### src/pfw_pkg.sv
// shared constants for the foldback, policing and bus watchdog register bank
package pfw_pkg;
  // ==========================================================
  // clock and timing
  localparam int unsigned CLK_KHZ = 125000;
  localparam int unsigned WDOG_TIMEOUT_MS = 2000;
  localparam int unsigned LIMIT_FAULT_TIME_NOM_MS = 60;
  // cycle counts are exact products at this clock, so no rounding creeps in
  localparam int unsigned WDOG_CYCLES = WDOG_TIMEOUT_MS * CLK_KHZ;
  localparam int unsigned LIMIT_FAULT_TIME_NOM_CYCLES = LIMIT_FAULT_TIME_NOM_MS * CLK_KHZ;
  localparam int unsigned TIMER_W = 28;
  // ==========================================================
  // command codes (register addresses on the serial bus)
  localparam logic [7:0] CMD_FOLDBACK_POLICING = 8'h40;
  localparam logic [7:0] CMD_FIRMWARE_VERSION = 8'h41;
  localparam logic [7:0] CMD_BUS_WATCHDOG = 8'h42;
  localparam logic [7:0] CMD_CH_VOLTAGE_BASE = 8'h32;
  localparam logic [7:0] CMD_CH_VOLTAGE_STEP = 8'h04;
  // ==========================================================
  // field layout and reset values
  localparam int unsigned FB_LSB = 4;
  localparam int unsigned HOLD_LSB = 0;
  localparam int unsigned WDS_BIT = 0;
  localparam int unsigned KEY_LSB = 1;
  localparam logic [7:0] FOLDBACK_POLICING_RST = 8'h00;
  localparam logic [7:0] FW_VERSION_RST = 8'h00;
  localparam logic [7:0] FW_SAFE_MODE = 8'hff;
  localparam logic [3:0] WDOG_KEY_RST = 4'hb;
  localparam logic [3:0] WDOG_KEY_MASKED = 4'hb;
  localparam logic [3:0] CLASS_FOLDBACK_MIN = 4'h4;
  // ==========================================================
  // voltage result: 14-bit code, step 3.662 mV, full scale 60 V
  localparam int unsigned VCODE_W = 14;
  localparam int unsigned VSTEP_UV = 3662;
  localparam int unsigned VFULL_SCALE_V = 60;
  localparam logic [13:0] VCODE_RST = 14'h0000;
endpackage

### src/pfw_regs.sv
// foldback select, policing hold, firmware version, bus watchdog and voltage readout
// Function
// RQ1: channel voltage is 14-bit read-only, fetched as one two-byte read
// RQ2: powered channel reports voltage code N, 3.662 mV per step, 60 V full scale
// RQ3: foldback select bit raises the channel's current and short thresholds; only current_limit_threshold_boost is driven, no short threshold
// RQ4: fault timer starts when port current exceeds the current limit threshold
// RQ5: inrush profile at turn-on ignores the foldback select bit
// RQ6: foldback clear uses nominal 60 ms fault time, set uses programmed time
// RQ7: turn-on sets foldback select for assigned class 4 or higher
// RQ8: single-signature four-pair sets both bits; dual-signature sets each by class
// RQ9: hold bit 0 lets turn-on adjust power cut and foldback; 1 leaves them
// RQ10: every turn-off restores power cut and foldback select to defaults
// RQ11: on four-pair ports either hold bit suppresses auto setup on both channels
// RQ12: turn-off clears the channel's hold bit
// RQ13: on four-pair ports each foldback bit governs only its own channel
// RQ14: version reads zero after reset, loaded value 0x01 to 0xfe after load
// RQ15: version 0xff means safe mode; host must reload the memory
// RQ16: either edge on the serial clock restarts the watchdog timer
// RQ17: watchdog expiry turns all channels off and sets the expired flag
// RQ18: watchdog expires after 2 seconds without a serial clock edge
// RQ19: key 1011b masks channel shutdown; expiry then only sets the flag
// RQ20: expired flag stays set until the host writes 0 to it
// RQ21: an off channel's voltage result reads zero
`timescale 1ns/1ps
module pfw_regs #(
  parameter int unsigned NCH = 4,
  parameter int unsigned WDOG_LIMIT = pfw_pkg::WDOG_CYCLES,
  parameter int unsigned LIMIT_FAULT_TIME_NOM = pfw_pkg::LIMIT_FAULT_TIME_NOM_CYCLES
) (
  // clock and reset
  input wire logic core_clk,
  input wire logic rst_n,
  // register command port from the serial bus engine
  input wire logic cmd_wr,
  input wire logic cmd_rd,
  input wire logic cmd_rd_first,
  input wire logic [7:0] cmd_code,
  input wire logic [7:0] cmd_wdata,
  output logic [7:0] cmd_rdata,
  output logic cmd_rvalid,
  // serial clock pin, watched by the watchdog
  input wire logic scl_in,
  // per-channel port state and events
  input wire logic [NCH-1:0] port_on,
  input wire logic [NCH-1:0] turn_on_evt,
  input wire logic [NCH-1:0] turn_off_evt,
  input wire logic [NCH-1:0] inrush_phase,
  input wire logic [NCH-1:0] over_current_limit_threshold,
  input wire logic [4*NCH-1:0] assigned_class,
  input wire logic [NCH/2-1:0] port_four_pair,
  input wire logic [NCH/2-1:0] port_single_sig,
  // voltage measurements
  input wire logic [NCH-1:0] adc_valid,
  input wire logic [pfw_pkg::VCODE_W*NCH-1:0] adc_code,
  // programmed fault time and firmware load status
  input wire logic [pfw_pkg::TIMER_W-1:0] limit_fault_time_prog_cycles,
  input wire logic fw_load_valid,
  input wire logic [7:0] fw_load_version,
  input wire logic fw_safe_mode,
  // outputs to the power stage
  output logic [NCH-1:0] current_limit_threshold_boost,
  output logic [NCH-1:0] power_cut_threshold_from_class,
  output logic [NCH-1:0] limit_fault,
  output logic all_channels_off
);
  import pfw_pkg::*;

  // ==========================================================
  // state
  logic [NCH-1:0] fb_reg, fb_next;
  logic [NCH-1:0] hold_reg, hold_next;
  logic [NCH-1:0] power_cut_threshold_reg, power_cut_threshold_next;
  logic [7:0] fw_reg;
  logic [3:0] key_reg;
  logic wds_reg;
  logic [VCODE_W-1:0] volt_reg [NCH];
  logic [VCODE_W-1:0] snap_reg;
  logic [1:0] scl_sync_reg;
  logic scl_last_reg;
  logic [TIMER_W-1:0] wdog_cnt_reg;
  logic wdog_expire;
  logic wdog_shut;
  logic scl_edge;
  logic [7:0] rd_byte;
  logic [VCODE_W-1:0] vsel;
  logic vhit;

  // ==========================================================
  // watchdog: two-flop synchroniser, then edge detect on the second flop
  always_ff @(posedge core_clk) begin
    if (!rst_n) begin
      // reset to the pulled-up idle level so no false edge follows reset
      scl_sync_reg <= 2'b11;
      scl_last_reg <= 1'b1;
    end else begin
      scl_sync_reg <= {scl_sync_reg[0], scl_in};
      scl_last_reg <= scl_sync_reg[1];
    end
  end
  assign scl_edge = scl_sync_reg[1] ^ scl_last_reg; // [RQ16]

  // counter restarts on any edge; it stops at the limit so expiry fires once per idle spell
  always_ff @(posedge core_clk) begin
    if (!rst_n) begin
      wdog_cnt_reg <= '0;
    end else if (scl_edge) begin
      wdog_cnt_reg <= '0; // [RQ16]
    end else if (wdog_cnt_reg < TIMER_W'(WDOG_LIMIT)) begin
      wdog_cnt_reg <= wdog_cnt_reg + 1'b1;
    end
  end
  assign wdog_expire = !scl_edge && (wdog_cnt_reg == TIMER_W'(WDOG_LIMIT - 1)); // [RQ18]
  assign wdog_shut = wdog_expire && (key_reg != WDOG_KEY_MASKED); // [RQ19]

  // shutdown request is a one-cycle pulse, registered
  always_ff @(posedge core_clk) begin
    if (!rst_n) begin
      all_channels_off <= 1'b0;
    end else begin
      all_channels_off <= wdog_shut; // [RQ17]
    end
  end

  // watchdog register: key is plain storage, flag is sticky and set wins over clear
  always_ff @(posedge core_clk) begin
    if (!rst_n) begin
      key_reg <= WDOG_KEY_RST;
      wds_reg <= 1'b0;
    end else begin
      if (cmd_wr && cmd_code == CMD_BUS_WATCHDOG) begin
        key_reg <= cmd_wdata[KEY_LSB +: 4];
      end
      if (wdog_expire) begin
        wds_reg <= 1'b1; // [RQ17]
      end else if (cmd_wr && cmd_code == CMD_BUS_WATCHDOG && !cmd_wdata[WDS_BIT]) begin
        wds_reg <= 1'b0; // [RQ20]
      end
    end
  end

  // ==========================================================
  // foldback select, policing hold and power-cut source
  // hardware events override a same-cycle host write, since turn-off must win
  always_comb begin
    logic auto_ok;
    logic cls_hi;
    int p;
    auto_ok = 1'b0;
    cls_hi = 1'b0;
    p = 0;
    fb_next = fb_reg;
    hold_next = hold_reg;
    power_cut_threshold_next = power_cut_threshold_reg;
    if (cmd_wr && cmd_code == CMD_FOLDBACK_POLICING) begin
      fb_next = cmd_wdata[FB_LSB +: NCH];
      hold_next = cmd_wdata[HOLD_LSB +: NCH];
    end
    for (int i = 0; i < NCH; i++) begin
      p = i / 2;
      // a four-pair port is suppressed if either channel holds
      auto_ok = port_four_pair[p] ? !(hold_reg[i] || hold_reg[i ^ 1]) : !hold_reg[i]; // [RQ11]
      // single signature: both channels follow the lower channel's class
      if (port_four_pair[p] && port_single_sig[p]) begin
        cls_hi = assigned_class[4*(2*p) +: 4] >= CLASS_FOLDBACK_MIN; // [RQ8]
      end else begin
        cls_hi = assigned_class[4*i +: 4] >= CLASS_FOLDBACK_MIN; // [RQ7]
      end
      if (turn_on_evt[i] && auto_ok) begin
        fb_next[i] = cls_hi; // [RQ9]
        power_cut_threshold_next[i] = 1'b1; // [RQ9]
      end
      if (turn_off_evt[i] || wdog_shut) begin
        fb_next[i] = 1'b0; // [RQ10]
        power_cut_threshold_next[i] = 1'b0; // [RQ10]
        hold_next[i] = 1'b0; // [RQ12]
      end
    end
  end

  always_ff @(posedge core_clk) begin
    if (!rst_n) begin
      fb_reg <= FOLDBACK_POLICING_RST[FB_LSB +: NCH];
      hold_reg <= FOLDBACK_POLICING_RST[HOLD_LSB +: NCH];
      power_cut_threshold_reg <= '0;
    end else begin
      fb_reg <= fb_next;
      hold_reg <= hold_next;
      power_cut_threshold_reg <= power_cut_threshold_next;
    end
  end

  // boost is held back during inrush so turn-on current looks the same either way
  assign current_limit_threshold_boost = fb_reg & ~inrush_phase; // [RQ3] [RQ5] [RQ13]
  assign power_cut_threshold_from_class = power_cut_threshold_reg;

  // ==========================================================
  // per-channel fault timer and voltage result
  for (genvar g = 0; g < NCH; g++) begin : g_ch
    logic [TIMER_W-1:0] flt_cnt_reg;
    logic [TIMER_W-1:0] flt_limit;
    // nominal time unless foldback is selected for this channel alone
    assign flt_limit = fb_reg[g] ? limit_fault_time_prog_cycles : TIMER_W'(LIMIT_FAULT_TIME_NOM); // [RQ6] [RQ13]

    always_ff @(posedge core_clk) begin
      if (!rst_n) begin
        flt_cnt_reg <= '0;
        limit_fault[g] <= 1'b0;
      end else if (over_current_limit_threshold[g] && port_on[g]) begin
        if (flt_cnt_reg < flt_limit) begin
          flt_cnt_reg <= flt_cnt_reg + 1'b1; // [RQ4]
        end
        limit_fault[g] <= (flt_cnt_reg + 1'b1) >= flt_limit;
      end else begin
        flt_cnt_reg <= '0;
        limit_fault[g] <= 1'b0;
      end
    end

    // stale readings would mislead software, so an off channel reads zero
    always_ff @(posedge core_clk) begin
      if (!rst_n) begin
        volt_reg[g] <= VCODE_RST;
      end else if (!port_on[g]) begin
        volt_reg[g] <= VCODE_RST; // [RQ21]
      end else if (adc_valid[g]) begin
        volt_reg[g] <= adc_code[VCODE_W*g +: VCODE_W]; // [RQ2]
      end
    end
  end

  // ==========================================================
  // firmware version: zero after reset, load value, or safe-mode code
  always_ff @(posedge core_clk) begin
    if (!rst_n) begin
      fw_reg <= FW_VERSION_RST; // [RQ14]
    end else if (fw_safe_mode) begin
      fw_reg <= FW_SAFE_MODE; // [RQ15]
    end else if (fw_load_valid) begin
      fw_reg <= fw_load_version; // [RQ14]
    end
  end

  // ==========================================================
  // read path: the first byte of a voltage read snapshots all 14 bits
  // so the high byte always matches the low byte even if a new sample lands
  always_comb begin
    vsel = VCODE_RST;
    vhit = 1'b0;
    rd_byte = 8'h00;
    for (int i = 0; i < NCH; i++) begin
      if (cmd_code == CMD_CH_VOLTAGE_BASE + 8'(i) * CMD_CH_VOLTAGE_STEP) begin
        vsel = volt_reg[i];
        vhit = 1'b1;
      end
    end
    if (vhit) begin
      if (cmd_rd_first) begin
        rd_byte = vsel[7:0]; // [RQ1]
      end else begin
        rd_byte = {2'b00, snap_reg[VCODE_W-1:8]}; // [RQ1]
      end
    end else if (cmd_code == CMD_FOLDBACK_POLICING) begin
      rd_byte = 8'({fb_reg, hold_reg});
    end else if (cmd_code == CMD_FIRMWARE_VERSION) begin
      rd_byte = fw_reg;
    end else if (cmd_code == CMD_BUS_WATCHDOG) begin
      rd_byte = {3'b000, key_reg, wds_reg};
    end
  end

  // unmapped codes read as zero; read data holds until the next read
  always_ff @(posedge core_clk) begin
    if (!rst_n) begin
      cmd_rdata <= 8'h00;
      cmd_rvalid <= 1'b0;
      snap_reg <= VCODE_RST;
    end else begin
      cmd_rvalid <= cmd_rd;
      if (cmd_rd) begin
        cmd_rdata <= rd_byte;
        if (vhit && cmd_rd_first) begin
          snap_reg <= vsel; // [RQ1]
        end
      end
    end
  end
endmodule // pfw_regs

### config.mk
export PLATFORM = sky130hd
export DESIGN_NAME = pfw_regs
export DESIGN_NICKNAME = d
export VERILOG_FILES = /design/src/pfw_pkg.sv /design/src/pfw_regs.sv
export SDC_FILE = /design/constraint.sdc
export NUM_CORES = 1
export LEC_CHECK = 0
export BUFFER_PORTS_ARGS = -buffer_cell sky130_fd_sc_hd__buf_2
export CAP_MARGIN = 30
export CORE_AREA = 2 2 239 194
export DETAILED_ROUTE_END_ITERATION = 7
export DIE_AREA = 0 0 241 196
export MAX_ROUTING_LAYER = met4
export PLACE_DENSITY = 0.67
export SETUP_SLACK_MARGIN = 0.1
export SYNTH_ARGS = -nofsm -noshare
export SYNTH_HDL_FRONTEND = slang
export SYNTH_SLANG_ARGS = --single-unit
### constraint.sdc
create_clock -name core_clk -period 3.25 [get_ports core_clk]
set_input_delay 0.1625 -clock core_clk [delete_from_list [all_inputs] [get_ports core_clk]]
set_output_delay 0.1625 -clock core_clk [all_outputs]
set_load 0.1 [all_outputs]
# Yosys cells after proc, flatten, opt, wreduce, memory -nomap -nowiden
# Memory sizes are Yosys's and may differ from the RTL's.
# Cells that the tools add are included.
# Widths: inputs -> output; s select.
op_classes:
  n_addsub: 5
  magnitude_cmp: 13
  n_eq_ne: 9
  mux: 69
  bitwise_logic: 12
  n_reduce_logical: 46
ops:
  columns: ["op", "n"]
  rows:
  - ["$mux 14", 12]
  - ["$add 28x1->28 const B", 5]
  - ["$ge 28x28->1", 4]
  - ["$lt 28x28->1", 4]
  - ["$mux 28", 4]
  - ["$mux 8", 6]
  - ["$mux 1", 45]
  - ["$eq 8x6->1 const B", 4]
  - ["$eq 28x28->1 const B", 1]
  - ["$lt 28x28->1 const B", 1]
  - ["$eq 8x7->1 const B", 3]
  - ["$ge 4x3->1 const B", 4]
  - ["$logic_and 1x1->1", 16]
  - ["$reduce_bool 2->1", 6]
  - ["$reduce_and 2->1", 5]
  - ["$reduce_or 2->1", 5]
  - ["$logic_not 1->1", 8]
  - ["$or 1x1->1", 8]
  - ["$logic_or 1x1->1", 6]
  - ["$mux 5", 1]
  - ["$and 4x4->4", 1]
  - ["$mux 4", 1]
  - ["$ne 4x4->1 const B", 1]
  - ["$not 4->4", 1]
  - ["2 further kinds", 2]
word_totals:
  regBits: 196
  mem_bits_rw: 56
  out_inout_bits: 22
  elab_cells: 185
  memories: 1
memory_table:
  columns: ["memory", "words", "word_bits", "rd", "rd_ports_with_merged_regs", "write_ports", "line_no", "source"]
  rows:
  - ["volt_reg", 4, 14, 4, 0, 4, "pfw_regs.sv:76", "logic [VCODE_W-1:0] volt_reg [NCH];"]

# Depth between registers and ports, before layout
# Gate-level depths: netlist of the first run.
logic_depth:
  word_depth: 7
  depth_mapped: 15
  ltp_nobuf: 14

# Least setup slack after synthesis of the first run
# Ideal clock, no wire load.
synth_path:
  path_type: "reg2reg"
  startpoint: "register g_ch[1].flt_cnt_reg[0]"
  endpoint: "register limit_fault[1]"
  arrival_time_ns: 2.843
  path_slack_ns: 0.276
  path_stages_with_launch: 15
  path_buffers: 1
  synth_period_minus_slack_ns: 2.974
  path_cell_list: "dfxtp_1 > ha_1 > and3_1 > and4_1 > clkbuf_1 > and2_1 > nand4_1 > xnor2_1 > ha_1 > a21oi_1 > o21ai_0 > a21o_1 > a21o_1 > a221oi_1 > o41ai_1"
synth_between:
  elab_chain_len: 2
synth_lines:
  columns: ["element", "line_no", "source"]
  rows:
  - ["from (decl)", "pfw_regs.sv:199", "logic [TIMER_W-1:0] flt_cnt_reg;"]
  - ["from (signal assigned)", "pfw_regs.sv:210", "flt_cnt_reg <= flt_cnt_reg + 1'b1;"]
  - ["$add 28x1->28", "pfw_regs.sv:212", "limit_fault[g] <= (flt_cnt_reg + 1'b1) >= flt_limit;"]
  - ["$ge 28x28->1", "pfw_regs.sv:212", null]
  - ["to (signal, indexed assignment)", "pfw_regs.sv:212", null]
  - ["to (decl)", "pfw_regs.sv:63", "output logic [NCH-1:0] limit_fault,"]
# Every way passes these cells.
# A chain may end at the register's enable or synchronous reset.

# Worst setup path after layout of the first run
layout_path:
  startpoint: "register g_ch[3].flt_cnt_reg[1]"
  endpoint: "register limit_fault[3]"
layout_between:
  elab_chain_len: 2
layout_lines:
  columns: ["element", "line_no"]
  rows:
  - ["from (decl)", "pfw_regs.sv:199"]
  - ["from (signal assigned)", "pfw_regs.sv:210"]
  - ["$add 28x1->28", "pfw_regs.sv:212"]
  - ["$ge 28x28->1", "pfw_regs.sv:212"]
# Every way passes these cells.

==> metrics, run 1 <==
CTS Buffer Depth 3; Seq/Total Area, Yosys 0.308; Avg Cell Area, Syn 8.99 sq um; synth warn 0; 1st-pass router iterations 5; grt total ovfl 0; Hold Path Class input pin to flip-flop; largest net degree at the start of global routing 35; Tot GR Track Use 0.224; antenna violations before repair 2; Crit Path Category flip-flop to flip-flop; Design Area, Final 21800 sq um; outcome finished, final reports clean; Tmin final 3.01 ns; Final Util 0.483; TritonCTS clock tree yes; Placed Area 19700 sq um; met2 WL post-DR 23700 microns; Setup violations, final 0; max incr delay on CP 0.39 ns; Critical Path RT 3.68 ns; Worst Max-Slew Pin Slew 0.875 ns; num rows 70; Initial Util 0.393; ANT nets after route 0; Post-synth EDFFs 56; nets 2661; Yosys reg bits 244; cell family with most CP delay compound AO/OA/AOI/OAI gates; Fmax 332 MHz; crit-path cells and3_1 -> nand2_1 -> nor3_4 -> nand3_2 -> xnor2_2 -> ha_1 -> a21o_1 -> a21oi_1 -> o21ai_0 -> a21o_1 -> a21o_1 -> a221oi_1 -> o41ai_1; setup TNS 0 ns; final weighted congestion in routability-driven placement 0.899; crit path launch type flip-flop; Core Region 45000 sq um; synthesized instance count 1968; metal3 WL 2580 microns; Max FO, Critical Path 5; max FFs per register 112; syn_nets 2357; flop2flop setup slack 0.24 ns; first-pass GRT wire length 82700 microns; total power 7370 uW; Port-buffer cells 173; Slowest-stage cell, CP dfxtp_1; final setup skew 0.0131 ns; clock-pin slew on the worst setup and hold paths 0.06 ns; vias in the first global route 15520; mean routed wirelength per cell 18.0 microns; Post-Route WL 52200 microns; Final Max Tran Viols 0; Num CTS Buffers 30; met1 WL 24000 microns; DR iter-0 viols 1089; asr flop ratio synth 0; DR vias 15803; final hold vios 0; clk sink count 244; H-tree levels 1; DR top layer met4; cell mode on critical path a21o_1; vias per inst 5.43; die area 47200 sq um; crit path DAT 3.45 ns; pwr/cell area 339 nW/um^2; worst rel slew slack 0.415; Clk Latency, worst-skew pair 0.57 ns; Post-Synthesis Cell Area 17700 sq um; worst-case hold slack 0.0333 ns; clk root buf clkbuf_16; DRC 0; fin crit share 0.928; die height 196 microns; top_reg_cell synth dfxtp_1; Max-Cap Viols 0; worst IR drop on VDD 0.359 mV; LEAKAGE 0.00952 uW; Crit path buffers/inverters 0; Die X 241 microns; # IOs 182; RSZ-0062 raised after global routing yes; layout cell share with drive strength beyond 1 0.174; Yosys cell types 80; HPWL after detailed placement 37800 microns; Setup crit end kind flip-flop; area grow syn2layout 22.9%
[cell families after synthesis]
group,Yosys count,share of synthesized area
and+or+nand+nor,837,0.252
AOI/OAI and AO/OA,305,0.112
DFF,244,0.308
adders and majority gates,229,0.162
xor gates and xnor gates,201,0.0995
buffers and inverters,94,0.0231
muxes,58,0.0435
[worst reg2reg max path, delay by kind of cell, from the launching register on]
family / cells / cell delay (ns)
AO/OA/AOI/OAI: 7 / 1.31
XOR/XNOR: 1 / 0.17
adder cells (fa/ha/maj): 1 / 0.32
flip-flops: 1 / 0.39
AND/OR/NAND/NOR: 4 / 0.71
[synthesized netlist by cell type (54+ instances only)]
library cell    n  area, sq um
nor2_1        175          657
edfxtp_1       56         1680
nand2_1       187          702
dfxtp_1       188         3760
a21oi_1        92          460
clkbuf_1       60          225
xnor2_1       135         1180
nor2b_1        62          388
nor3_1         54          270
o21ai_0        61          305
ha_1          229         2870
nand3_1        73          365
and2_1         72          450
nand4_1        57          357
xor2_1         66          578
[final timing paths]
path                                from         endpoint  cells past startpoint
hold reg to reg          scl_sync_reg[0]  scl_sync_reg[1]                      1
hold / removal        assigned_class[11]        fb_reg[2]                      3
setup / recovery  g_ch[3].flt_cnt_reg[1]   limit_fault[3]                     13
setup reg to reg  g_ch[3].flt_cnt_reg[1]   limit_fault[3]                     13
[through the flow]
step	std cells	setup slack, ns
after CTS	2903	0.0994
after global routing	2908	0.0489
final	2908	0.235
after floorplan	1968	0.276
after detailed placement	2757	0.0172
after global placement	2757	0.0631
[layout by cell type, fill, tap and decap left out, drive strengths merged, types with 17 or more instances in the layout]
cell type,instances
buf,255
ha,229
nand2,188
dfxtp,188
nor2,177
xnor2,135
a21oi,94
dlygate4sd3,92
nand3,76
and2,73
xor2,66
nor2b,62
o21ai,62
nand4,60
nor3,60
edfxtp,56
clkbuf,42
a21o,36
and3,35
mux2i,33
nor4,23
inv,20
or3,19
nor3b,19
a211oi,17
[cell type report]
type	instances	area, sq um
timing repair buffer	347	2470
antenna	2	5.00
inverter	19	71.3
clock inverter	12	136
clock buffer	42	857
fill	4156	23300
tap	612	766
sequential	244	5450
multi-input combinational	1630	12000
[power breakdown]
group	total, uW	switching (uW)	leakage (uW)	internal, uW
clock network	3410	1350	0.000493	2060
logic	751	441	0.00686	310
registers	3200	34.0	0.00217	3170
total	7370	1830	0.00952	5540
[metal layers]
metal,up-vias,GRT usage
met5,-,-
met4,0,0.0782
met3,122,0.0314
met2,385,0.350
met1,7555,0.298
li1,7741,-
[timing repair]
action | CTS | global route
setup buffers | 0 | 3
endpoints found under the setup margin | 5 | 39
cloned | 0 | 0
endpoints found under the hold margin | 85 | 0
hold buffers | 92 | 0
gates resized for setup | 4 | 39
pin swaps | 0 | 8
(Power assumes the default switching activity.)
==> run 2, diff against run 1 <==
--- a/config.mk
+++ b/config.mk
@@ -7,11 +7,13 @@
 export LEC_CHECK = 0
 export BUFFER_PORTS_ARGS = -buffer_cell sky130_fd_sc_hd__buf_2
 export CAP_MARGIN = 30
+export CELL_PAD_IN_SITES_DETAIL_PLACEMENT = 0
+export CELL_PAD_IN_SITES_GLOBAL_PLACEMENT = 1
 export CORE_AREA = 2 2 239 194
 export DETAILED_ROUTE_END_ITERATION = 7
 export DIE_AREA = 0 0 241 196
 export MAX_ROUTING_LAYER = met4
-export PLACE_DENSITY = 0.67
+export PLACE_DENSITY = 0.81
 export SETUP_SLACK_MARGIN = 0.1
 export SYNTH_ARGS = -nofsm -noshare
 export SYNTH_HDL_FRONTEND = slang
==> run 2 against run 1 <==
Net effect: final area increased by 0.22%; core utilization increased by 0.11 points; global-route usage increased by 0.58 points; critical path depth unchanged; via count decreased by 0.10%; worst hold slack improved by 0.0011 ns; largest cell class unchanged; sequential power about the same; power increased by 1.7%; largest power group unchanged.
==> metrics, run 2 (synthesis results as in run 1) <==
max incr delay on CP 0.41 ns (was 0.39 ns); setup TNS 0 ns (unchanged); vias per inst 5.41 (was 5.43); Slowest-stage cell, CP dfxtp_1 (unchanged); 1st-pass router iterations 5 (unchanged); Final Util 0.484 (was 0.483); clock-pin slew on the worst setup and hold paths 0.06 ns (about the same); Final Non-Filler Cells 2918 (was 2908); antenna violations before repair 3 (was 2); largest net degree at the start of global routing 32 (was 35); Pint 5610 uW (was 5540 uW); Hold Path Class input pin to flip-flop (unchanged); CTS Buffer Depth 3 (unchanged); Worst Max-Slew Pin Slew 0.903 ns (was 0.875 ns); num rows 70 (unchanged); TritonCTS clock tree yes (unchanged); Max-Cap Viols 0 (unchanged); Crit Path Category flip-flop to flip-flop (unchanged); Final Max Tran Viols 0 (unchanged); vias in the first global route 15750 (was 15520); nets 2670 (was 2661); min-delay src assigned_class[7] (was assigned_class[11]); outcome finished, final reports clean (unchanged); RR Startpoint g_ch[0].flt_cnt_reg[15] (was g_ch[3].flt_cnt_reg[1]); Setup WS pre-CTS 0.0760 ns (was 0.0172 ns); die height 196 microns (unchanged); Port-buffer cells 173 (unchanged); Post-Route WL 53200 microns (was 52200 microns); final weighted congestion in routability-driven placement 0.890 (was 0.899); Setup crit end kind flip-flop (unchanged); DR vias 15787 (was 15803); dpl cells 2767 (was 2757); fin crit share 0.919 (was 0.928); final hold vios 0 (unchanged); die area 47200 sq um (unchanged); cell mode on critical path a21o_1 (unchanged); Tmin final 2.99 ns (was 3.01 ns); worst rel slew slack 0.396 (was 0.415); first-pass GRT wire length 84200 microns (was 82700 microns); commonest non-fill, non-tap cell in the layout ha_1 (unchanged); Max FO, Critical Path 4 (was 5); max FFs per register 112 (unchanged); Core Region 45000 sq um (unchanged); Tot GR Track Use 0.230 (was 0.224); crit path launch type flip-flop (unchanged); LEAKAGE 0.00956 uW (was 0.00952 uW); H-tree levels 1 (unchanged); ANT nets after route 0 (unchanged); RSZ-0062 raised after global routing yes (unchanged); area grow syn2layout 23.2% (was 22.9%); Initial Util 0.393 (unchanged); fin worst setup slack 0.263 ns (was 0.235 ns); layout cell share with drive strength beyond 1 0.176 (was 0.174); Clk pwr share 0.473 (was 0.463); # IOs 182 (unchanged); DR iter-0 viols 958 (was 1089); Setup violations, final 0 (unchanged); Logic pwr share 0.100 (was 0.102); worst IR drop on VDD 0.381 mV (was 0.359 mV); crit path DAT 3.44 ns (was 3.45 ns); clk sink count 244 (unchanged); DRC 0 (unchanged); clk root buf clkbuf_16 (unchanged); switching share of total power 0.252 (was 0.248); mean routed wirelength per cell 18.2 microns (was 18.0 microns); Reg power frac 0.427 (was 0.435); pwr/cell area 344 nW/um^2 (was 339 nW/um^2); Critical Path RT 3.70 ns (was 3.68 ns); CP startpoint g_ch[0].flt_cnt_reg[15] (was g_ch[3].flt_cnt_reg[1]); final setup skew 0.0263 ns (was 0.0131 ns); grt total ovfl 0 (unchanged); Die X 241 microns (unchanged); Num CTS Buffers 29 (was 30); P_sw 1890 uW (was 1830 uW); most frequent cells in the layout ha_1, nand2_1, dfxtp_1 (unchanged); HPWL after detailed placement 38400 microns (was 37800 microns); crit-path cells and4_2 -> and3_1 -> buf_4 -> nand2_1 -> nor2_1 -> xor2_1 -> ha_1 -> a21o_1 -> a21o_1 -> a211oi_1 -> o21ai_1 -> o221ai_1 -> o31ai_1 (was and3_1 -> nand2_1 -> nor3_4 -> nand3_2 -> xnor2_2 -> ha_1 -> a21o_1 -> a21oi_1 -> o21ai_0 -> a21o_1 -> a21o_1 -> a221oi_1 -> o41ai_1); Clk Latency, worst-skew pair 0.59 ns (was 0.57 ns); Fmax 335 MHz (was 332 MHz)
==> run 2: area by class of cell <==
type	instances	area, sq um
fillers	4263	23200
multi-input cells	1630	11900
flip-flops and latches	244	5460
repair buffers	357	2540
clock buffers	37	796
well taps	612	766
clock inverters	16	228
inverters	19	71.3
diodes	3	7.51
==> run 2: what timing repair did <==
item                                   CTS  global route
buffers inserted                         0             4
hold buffers                            91             0
setup endpoints to repair                1            38
endpoints found under the hold margin   90             0
resized for setup                        1            34
pin swaps                                0             8
==> run 2: through the flow <==
stage	total power, uW	area [sq um]	hold slack (ns)
floorplan	3620	17700	0.231
global placement	3900	19700	0.372
detailed placement	3910	19700	0.375
CTS	7540	21700	0.0193
global route	7740	21800	0.0790
finish	7490	21800	0.0344
==> run 2: layer usage <==
layer	global-route usage	vias up	wire [microns]
met2	0.350	393	23600
met4	0.0990	0	2480
li1	-	7759	-
met5	-	-	0
met1	0.304	7488	24400
met3	0.0342	147	2690
==> run 2: power groups by stage <==
stage               clock [uW]  combinational, uW  sequential (uW)
detailed placement           0                649             3260
CTS                       3610                738             3200
floorplan                    0                308             3310
finish                    3540                746             3200
global route              3730                803             3210
global placement             0                635             3260
==> run 2: path summary, 6_finish.rpt <==
kind                          end  slack (ns)  cells past startpoint
setup / recovery   limit_fault[0]        0.26                     13
hold reg to reg   scl_sync_reg[1]        0.40                      1
hold / removal          fb_reg[1]        0.03                      5
setup reg to reg   limit_fault[0]        0.26                     13
==> run 2: critical path, delay by kind of cell (launching register included) <==
family                     cells  cell delay (ns)
buffers and inverters          1             0.14
AOI/OAI and AO/OA              6             1.07
DFF                            1             0.41
xor gates and xnor gates       1             0.17
adders and majority gates      1             0.26
and+or+nand+nor                4             0.81
